## src/rtl/dif_cfg.svh

```systemverilog
// constants for the digital input function block
// assumes inclusion by dif_pkg and the rtl modules
`ifndef DIF_CFG_SVH
`define DIF_CFG_SVH
`define DIF_NUM_IN          6
`define DIF_CNT_W           32
// function selection codes
`define DIF_FN_NONE         6'h00
`define DIF_FN_CMD_SW       6'h12
`define DIF_FN_CMD_COMM     6'h13
`define DIF_FN_SPD_TRQ      6'h14
`define DIF_FN_TRQ_INH      6'h15
`define DIF_FN_PID_PAUSE    6'h16
`define DIF_FN_INT_PAUSE    6'h17
`define DIF_FN_PID_REV      6'h18
`define DIF_FN_PID_SET      6'h19
`define DIF_FN_SEQ_RST      6'h1A
`define DIF_FN_SWING_PAUSE  6'h1B
`define DIF_FN_CNT_IN       6'h1C
`define DIF_FN_CNT_RST      6'h1D
// command source select values
`define DIF_CMD_PANEL       2'h0
`define DIF_CMD_TERM        2'h1
`define DIF_CMD_COMM        2'h2
// register byte offsets
`define DIF_OFF_CTRL        12'h000
`define DIF_OFF_STAT        12'h004
`define DIF_OFF_COUNT       12'h008
`define DIF_OFF_FSEL0       12'h010
`define DIF_OFF_FSEL5       12'h024
// control field positions
`define DIF_CTRL_CMD_LSB    0
`define DIF_CTRL_MODE_BIT   2
`define DIF_CTRL_DIR_BIT    3
`define DIF_CTRL_GSRC_BIT   4
`define DIF_CTRL_RST        32'h0000_0001
`endif

```

## src/rtl/dif_pkg.sv

```systemverilog
// types shared by the digital input function block
// assumes dif_cfg.svh is on the include path
`include "dif_cfg.svh"
package dif_pkg;
   typedef logic [5:0] dif_fsel_t;
   typedef struct packed {
      logic [1:0] cmdSrc;
      logic       torqueMode;
      logic       pidPause;
      logic       pidIntPause;
      logic       pidReverse;
      logic       pidGainSet2;
      logic       seqReset;
      logic       swingPause;
   } dif_ctl_t;
endpackage : dif_pkg

```

## src/rtl/dif_sync.sv

```systemverilog
// two-flop synchroniser with rising-edge pulse, per terminal
// assumes the terminal levels are quasi-static relative to ref_clk
`timescale 1ns/10ps
`include "dif_cfg.svh"
module dif_sync
   import dif_pkg::*;
(
   // clock and reset
   input  wire logic                    ref_clk,
   input  wire logic                    reset_n,
   // terminals
   input  wire logic [`DIF_NUM_IN-1:0]  termIn,
   output      logic [`DIF_NUM_IN-1:0]  termLvl,
   output      logic [`DIF_NUM_IN-1:0]  termRise
);
   typedef struct packed {
      logic [`DIF_NUM_IN-1:0] s1;
      logic [`DIF_NUM_IN-1:0] s2;
      logic [`DIF_NUM_IN-1:0] s3;
   } dif_sync_st_t;
   dif_sync_st_t st_ff;
   dif_sync_st_t nxt_st;
   always_comb
   begin
      nxt_st    = st_ff;
      nxt_st.s1 = termIn;
      nxt_st.s2 = st_ff.s1;
      nxt_st.s3 = st_ff.s2;
   end
   always_ff @(posedge ref_clk)
   begin
      if (!reset_n)
         st_ff <= '0;
      else
         st_ff <= nxt_st;
   end
   assign termLvl  = st_ff.s2;
   assign termRise = st_ff.s2 & ~st_ff.s3;
endmodule : dif_sync

```

## src/rtl/dif_apb.sv

```systemverilog
// apb slave, zero wait state, word registers
// assumes a standard apb master on ref_clk
`timescale 1ns/10ps
module dif_apb
   import dif_pkg::*;
(
   // clock and reset
   input  wire logic          ref_clk,
   input  wire logic          reset_n,
   // apb
   input  wire logic          psel,
   input  wire logic          penable,
   input  wire logic          pwrite,
   input  wire logic [11:0]   paddr,
   input  wire logic [31:0]   pwdata,
   output      logic [31:0]   prdata,
   output      logic          pready,
   output      logic          pslverr,
   // register side
   output      logic          wrStb,
   output      logic [11:0]   wrAddr,
   output      logic [31:0]   wrData,
   input  wire logic [31:0]   rdData,
   input  wire logic          addrOk
);
   typedef struct packed {
      logic [31:0] rdat;
   } dif_apb_st_t;
   dif_apb_st_t st_ff;
   dif_apb_st_t nxt_st;
   always_comb
   begin
      nxt_st = st_ff;
      if (psel && !penable && !pwrite)
         nxt_st.rdat = addrOk ? rdData : 32'h0000_0000;
   end
   always_ff @(posedge ref_clk)
   begin
      if (!reset_n)
         st_ff <= '0;
      else
         st_ff <= nxt_st;
   end
   assign pready  = 1'b1;
   assign pslverr = psel & penable & ~addrOk;
   assign prdata  = st_ff.rdat;
   assign wrStb   = psel & penable & pwrite & addrOk;
   assign wrAddr  = paddr;
   assign wrData  = pwdata;
endmodule : dif_apb

```

## src/rtl/dif_top.sv

```systemverilog
// digital input terminal function logic: decodes per-terminal
// function codes and drives mode, pid, sequencer and counter controls
// assumes terminals synchronous to ref_clk, software on apb
//
// Operation
// - terminal-control source toggles terminal/panel
// - switchover input moves terminal to communication
// - speed/torque input selects other mode
// - torque inhibit forces speed control
// - pid pause holds output frequency
// - integral pause freezes integral term only
// - reverse input inverts configured pid direction
// - gain set two while input active
// - sequencer reset returns sequencer to start
// - swing pause outputs central frequency
// - counter pulse advances counter by one
// - counter reset clears counter to zero
`timescale 1ns/10ps
`include "dif_cfg.svh"
module dif_top
   import dif_pkg::*;
(
   // clock and reset
   input  wire logic                    ref_clk,
   input  wire logic                    reset_n,
   // apb
   input  wire logic                    psel,
   input  wire logic                    penable,
   input  wire logic                    pwrite,
   input  wire logic [11:0]             paddr,
   input  wire logic [31:0]             pwdata,
   output      logic [31:0]             prdata,
   output      logic                    pready,
   output      logic                    pslverr,
   // digital input terminals
   input  wire logic [`DIF_NUM_IN-1:0]  digitalInputTerminal,
   // drive controls
   output      logic [1:0]              cmdSrcActive,
   output      logic                    torqueModeActive,
   output      logic                    pidPauseOut,
   output      logic                    pidIntPauseOut,
   output      logic                    pidReverseOut,
   output      logic                    pidGainSet2Out,
   output      logic                    seqResetOut,
   output      logic                    swingPauseOut,
   output      logic [`DIF_CNT_W-1:0]   pulseCount
);
   // ***************************************
   // state
   // ***************************************
   typedef struct packed {
      logic [1:0]             commandSourceSelect;
      logic                   controlModeSetting;
      logic                   pidDirectionSetting;
      logic                   pidGainSwitchSource;
      dif_fsel_t [`DIF_NUM_IN-1:0] fsel;
      dif_ctl_t               ctl;
      logic [`DIF_CNT_W-1:0]  count;
   } dif_top_st_t;

   dif_top_st_t                st_ff;
   dif_top_st_t                nxt_st;
   logic [`DIF_NUM_IN-1:0]     termLvl;
   logic [`DIF_NUM_IN-1:0]     termRise;
   logic                       wrStb;
   logic [11:0]                wrAddr;
   logic [31:0]                wrData;
   logic [31:0]                rdData;
   logic                       addrOk;

   // ***************************************
   // helpers
   // ***************************************
   // any terminal assigned code fn whose mask bit is set
   function automatic logic fn_any(input dif_fsel_t [`DIF_NUM_IN-1:0] sel,
                                   input logic [`DIF_NUM_IN-1:0] mask,
                                   input dif_fsel_t fn);
      logic hit;
      hit = 1'b0;
      for (int i = 0; i < `DIF_NUM_IN; i++)
         if (sel[i] == fn && mask[i])
            hit = 1'b1;
      return hit;
   endfunction : fn_any

   function automatic logic fsel_hit(input logic [11:0] a);
      return a >= `DIF_OFF_FSEL0 && a <= `DIF_OFF_FSEL5 && a[1:0] == 2'h0;
   endfunction : fsel_hit

   // ***************************************
   // sub-blocks
   // ***************************************
   dif_sync u_sync
   (
      .ref_clk  (ref_clk),
      .reset_n  (reset_n),
      .termIn   (digitalInputTerminal),
      .termLvl  (termLvl),
      .termRise (termRise)
   );

   dif_apb u_apb
   (
      .ref_clk  (ref_clk),
      .reset_n  (reset_n),
      .psel     (psel),
      .penable  (penable),
      .pwrite   (pwrite),
      .paddr    (paddr),
      .pwdata   (pwdata),
      .prdata   (prdata),
      .pready   (pready),
      .pslverr  (pslverr),
      .wrStb    (wrStb),
      .wrAddr   (wrAddr),
      .wrData   (wrData),
      .rdData   (rdData),
      .addrOk   (addrOk)
   );

   // ***************************************
   // register read decode
   // ***************************************
   logic [2:0] fIdx;
   assign fIdx = 3'((paddr - `DIF_OFF_FSEL0) >> 2);

   always_comb
   begin
      addrOk = 1'b1;
      rdData = 32'h0000_0000;
      if (paddr == `DIF_OFF_CTRL)
         rdData = {27'h0, st_ff.pidGainSwitchSource, st_ff.pidDirectionSetting,
                   st_ff.controlModeSetting, st_ff.commandSourceSelect};
      else if (paddr == `DIF_OFF_STAT)
         rdData = {17'h0, termLvl, st_ff.ctl};
      else if (paddr == `DIF_OFF_COUNT)
         rdData = st_ff.count;
      else if (fsel_hit(paddr))
         rdData = {26'h0, st_ff.fsel[fIdx]};
      else
         addrOk = 1'b0;
   end

   // ***************************************
   // next state
   // ***************************************
   logic [2:0] wIdx;
   logic       cmdToggle;
   logic       commRise;
   logic       cntPulse;
   logic       cntClr;
   logic       swTrq;
   logic       inhTrq;
   assign wIdx = 3'((wrAddr - `DIF_OFF_FSEL0) >> 2);

   always_comb
   begin
      nxt_st    = st_ff;
      // functions decoded from synchronised levels and edges
      cmdToggle = fn_any(st_ff.fsel, termRise, `DIF_FN_CMD_SW);
      commRise  = fn_any(st_ff.fsel, termRise, `DIF_FN_CMD_COMM);
      cntPulse  = fn_any(st_ff.fsel, termRise, `DIF_FN_CNT_IN);
      cntClr    = fn_any(st_ff.fsel, termLvl,  `DIF_FN_CNT_RST);
      swTrq     = fn_any(st_ff.fsel, termLvl,  `DIF_FN_SPD_TRQ);
      inhTrq    = fn_any(st_ff.fsel, termLvl,  `DIF_FN_TRQ_INH);

      if (wrStb)
      begin
         if (wrAddr == `DIF_OFF_CTRL)
         begin
            nxt_st.commandSourceSelect = wrData[`DIF_CTRL_CMD_LSB +: 2];
            nxt_st.controlModeSetting  = wrData[`DIF_CTRL_MODE_BIT];
            nxt_st.pidDirectionSetting = wrData[`DIF_CTRL_DIR_BIT];
            nxt_st.pidGainSwitchSource = wrData[`DIF_CTRL_GSRC_BIT];
            nxt_st.ctl.cmdSrc          = wrData[`DIF_CTRL_CMD_LSB +: 2];
         end
         else if (fsel_hit(wrAddr))
            nxt_st.fsel[wIdx] = wrData[5:0];
      end

      // command source switching from terminals
      if (st_ff.commandSourceSelect == `DIF_CMD_TERM)
      begin
         if (commRise && st_ff.ctl.cmdSrc == `DIF_CMD_TERM)
            nxt_st.ctl.cmdSrc = `DIF_CMD_COMM;
         else if (cmdToggle)
            nxt_st.ctl.cmdSrc = (st_ff.ctl.cmdSrc == `DIF_CMD_TERM) ?
                                `DIF_CMD_PANEL : `DIF_CMD_TERM;
      end

      // torque inhibit outranks the mode switch
      nxt_st.ctl.torqueMode  = inhTrq ? 1'b0 :
                               (st_ff.controlModeSetting ^ swTrq);
      nxt_st.ctl.pidPause    = fn_any(st_ff.fsel, termLvl, `DIF_FN_PID_PAUSE);
      nxt_st.ctl.pidIntPause = fn_any(st_ff.fsel, termLvl, `DIF_FN_INT_PAUSE);
      nxt_st.ctl.pidReverse  = st_ff.pidDirectionSetting ^
                               fn_any(st_ff.fsel, termLvl, `DIF_FN_PID_REV);
      nxt_st.ctl.pidGainSet2 = st_ff.pidGainSwitchSource &
                               fn_any(st_ff.fsel, termLvl, `DIF_FN_PID_SET);
      nxt_st.ctl.seqReset    = fn_any(st_ff.fsel, termLvl, `DIF_FN_SEQ_RST);
      nxt_st.ctl.swingPause  = fn_any(st_ff.fsel, termLvl, `DIF_FN_SWING_PAUSE);

      // clear wins over a pulse in the same cycle
      if (cntClr)
         nxt_st.count = '0;
      else if (cntPulse)
         nxt_st.count = st_ff.count + `DIF_CNT_W'(1);
   end

   // ***************************************
   // registers
   // ***************************************
   always_ff @(posedge ref_clk)
   begin
      if (!reset_n)
      begin
         st_ff                     <= '0;
         st_ff.commandSourceSelect <= 2'(`DIF_CTRL_RST);
         st_ff.ctl.cmdSrc          <= 2'(`DIF_CTRL_RST);
      end
      else
         st_ff <= nxt_st;
   end

   assign cmdSrcActive     = st_ff.ctl.cmdSrc;
   assign torqueModeActive = st_ff.ctl.torqueMode;
   assign pidPauseOut      = st_ff.ctl.pidPause;
   assign pidIntPauseOut   = st_ff.ctl.pidIntPause;
   assign pidReverseOut    = st_ff.ctl.pidReverse;
   assign pidGainSet2Out   = st_ff.ctl.pidGainSet2;
   assign seqResetOut      = st_ff.ctl.seqReset;
   assign swingPauseOut    = st_ff.ctl.swingPause;
   assign pulseCount       = st_ff.count;
endmodule : dif_top

```

## config.mk

```make
export PLATFORM = sky130hd
export DESIGN_NAME = dif_top
export DESIGN_NICKNAME = d
export VERILOG_FILES = /design/src/rtl/dif_pkg.sv /design/src/rtl/dif_sync.sv /design/src/rtl/dif_apb.sv /design/src/rtl/dif_top.sv
export VERILOG_INCLUDE_DIRS = /design/src /design/src/rtl
export SDC_FILE = /design/constraint.sdc
export NUM_CORES = 1
export LEC_CHECK = 0
export ABC_AREA = 1
export BUFFER_PORTS_ARGS = -buffer_cell sky130_fd_sc_hd__buf_2
export CORE_MARGIN = 2
export CORE_UTILIZATION = 55
export DETAILED_ROUTE_END_ITERATION = 7
export PLACE_DENSITY = 0.77
export SLEW_MARGIN = 0
export SYNTH_ARGS = -nofsm -noshare
export SYNTH_HDL_FRONTEND = slang
export SYNTH_HIERARCHICAL = 1
export SYNTH_SLANG_ARGS = --single-unit
```

## constraint.sdc

```tcl
create_clock -name ref_clk -period 6.9 [get_ports ref_clk]
set_clock_uncertainty 0.2 [all_clocks]
set_input_delay 1.38 -clock ref_clk [delete_from_list [all_inputs] [get_ports ref_clk]]
set_output_delay 1.38 -clock ref_clk [all_outputs]
set_load 0.02 [all_outputs]
```

==> impl_metrics.json <==
{
  "outcome": "finished clean",
  "grt_util_met3_pct": 6.427,
  "pwr-share-seq_pct": 42.6,
  "drive_above_1_share_pct": 12.67,
  "firstDrtPassIters": 6,
  "finalCriticalPeriod_ps": 5017,
  "whs_ps": 204.3,
  "gp_congestion": 0.9752,
  "dieArea_mm2": 0.01637,
  "yosysWarnings": 6,
  "gr-usage-all-layers_pct": 30.43,
  "use_met1_pct": 34.19,
  "cts_root_buffer": "clkbuf_16",
  "fin_cells": 1624,
  "use_met2_pct": 53.26,
  "cts_made_buffers": 17,
  "holdBufCountCts": 0,
  "vias": 8632,
  "synthesis.area_mm2": 0.008448,
  "switching_share_pct": 22.79,
  "power.switching_uw": 419.5,
  "wl_um": 24340,
  "grt_antenna_before_repair": 0,
  "grt_pass1_vias": 7831,
  "area_delta_synth_final_pct": 7.746,
  "synth_cells": 1401,
  "grt_max_degree": 59,
  "cp-end-kind": "flop",
  "path_class": "primary input to flop",
  "slew_violations": 0,
  "final_antenna_net_count": 0,
  "setup-violations-final": 0,
  "place_inst": 1594,
  "dp.final_hpwl_um": 18130,
  "path_buf_inv": 2,
  "rows": 45,
  "arrival_ps": 5080,
  "fmax_mhz": 199.3,
  "timing.critical_path.max_delay_family": "simple AND/OR/NAND/NOR gates",
  "drc": 0,
  "cts_setup_buffers": 0,
  "via_per_inst": 5.315,
  "io_pins": 130,
  "combPwrFrac_pct": 6.5,
  "ctsResizeCount": 0,
  "core_mm2": 0.01509,
  "diodes": 0,
  "wl_per_cell_um": 14.99,
  "path_max_fanout": 34,
  "p_leak_uw": 0.004136,
  "busiest_layer": "met2",
  "post-place-ws_ps": 1603,
  "fin_crit_sh_pct": 72.71,
  "htree_levels": 4,
  "cts.sinks": 132,
  "cpMostUsedCell": "nand2_1",
  "clkLatencyLatePin_ps": 420,
  "tightest_slew_ps": 921.1,
  "cts_tree": "built",
  "cts.reportedPaths.clkPinSlew_ps": 50,
  "startpoint_type": "primary input",
  "cp.required_ps": 6960,
  "detail_route.iter0.violations": 691,
  "fin_setup_tns_ps": 0,
  "nets": 1481,
  "portBuffers": 102,
  "layout_setup_ws_ps": 1883,
  "powerDensity_mw_per_mm2": 202.2,
  "final_util_pct": 60.32,
  "ir_worst_vdd_mv": 0.1851,
  "cts_buffer_depth": 2,
  "hold_path_class": "flop to flop",
  "slowest_stage": "nor3_4",
  "dieHeight_um": 127.9,
  "path_cells": "buf_2, nand2_1, nor4_4, nor3_1, nand2_1, buf_4, nand2_1, nor2_1, nand2_1, o21bai_1, nor3_4, nand2_1, nand2_1, a21oi_1",
  "die_w_um": 127.9,
  "power_frac_clock_pct": 51.0,
  "internal-power_uw": 1421,
  "syn_nets": 1457,
  "grt_pass1_wl_um": 38780,
  "slowest_delay_ps": 720,
  "finalHoldViolCount": 0,
  "grt_overflow": 0,
  "rsz0062_at_grt": "false",
  "timing.max_cap.violations": 0,
  "maxSlewHeadroom_pct": 38.40,
  "initial_utilization_pct": 55.99,
  "avgSynthCellArea_um2": 6.030
}
## layout make-up
class	instances	area (um2)
clock buffer	22	494.2
clock inverter	8	123.9
fill	1515	5987
inverter	204	765.7
multi-input combinational	964	4300
sequential	132	2643
tap	188	235.2
timing repair buffer	106	540.5
## state kept, by name, summed over array words and instances, names as in the netlist
signal / count
torqueModeActive: 1
seqResetOut: 1
u_apb/prdata: 32
pidIntPauseOut: 1
pidReverseOut: 1
pidPauseOut: 1
st_ff: 41
u_sync/st_ff: 6
pidGainSet2Out: 1
u_sync/nxt_st: 6
u_sync/termLvl: 6
cmdSrcActive: 2
swingPauseOut: 1
pulseCount: 32
## per-layer routing
| metal | vias up | share of wire, % | routed length (um) |
|---|---|---|---|
| li1 | 4330 | - | - |
| met1 | 3874 | 39 | 9506 |
| met2 | 346 | 49 | 11910 |
| met3 | 82 | 6.8 | 1644 |
| met4 | 0 | 5.3 | 1284 |
| met5 | - | 0 | 0 |
## layout by cell type, fill, tap and decap left out, types with 5 or more instances in the layout
cell type,count
nand4_1,17
nand3_2,5
xor2_1,5
clkbuf_16,17
a21oi_1,89
o21ai_0,17
inv_1,192
nand2_1,434
clkbuf_8,5
nor2_2,7
nor2_4,6
inv_2,12
nor2_1,216
nor3_1,10
buf_2,102
o221ai_1,7
a22oi_1,5
nand3_1,108
dfxtp_1,132
## stage by stage
step,total power (uW),area (um2)
2_1_floorplan,892.4,8448
3_3_place_gp,916.7,8484
3_5_place_dp,917.8,8484
4_1_cts,1851,9102
5_1_grt,1904,9102
6_report,1840,9102
## worst register-to-register path, cell delays in order (launching register included)
cell	delay [ps]
dfxtp_1	490
inv_1	70
nor2_1	90
inv_1	60
nor2_1	180
nand2_1	80
nand2_1	90
nor2_1	60
nand2_2	590
inv_2	380
nand2_1	160
a21oi_1	80
## final timing paths
check               startpoint                 to  slack [ps]  depth (start not counted)
min          u_sync/nxt_st[10]  u_sync/termLvl[4]         200                          2
max                   paddr[2]          st_ff[64]        1880                         14
max reg2reg  u_sync/termLvl[3]     pulseCount[16]        4240                         11
min reg2reg  u_sync/nxt_st[10]  u_sync/termLvl[4]         200                          2
## power by group through the flow
stage	Clock, uW	Sequential (uW)	Combinational [uW]
after floorplan	0	809	83.2
after global placement	0	800	116
after detailed placement	0	800	117
after CTS	949	784	118
after global routing	986	785	133
final	938	784	119
Power figures use the tool's default switching activity.
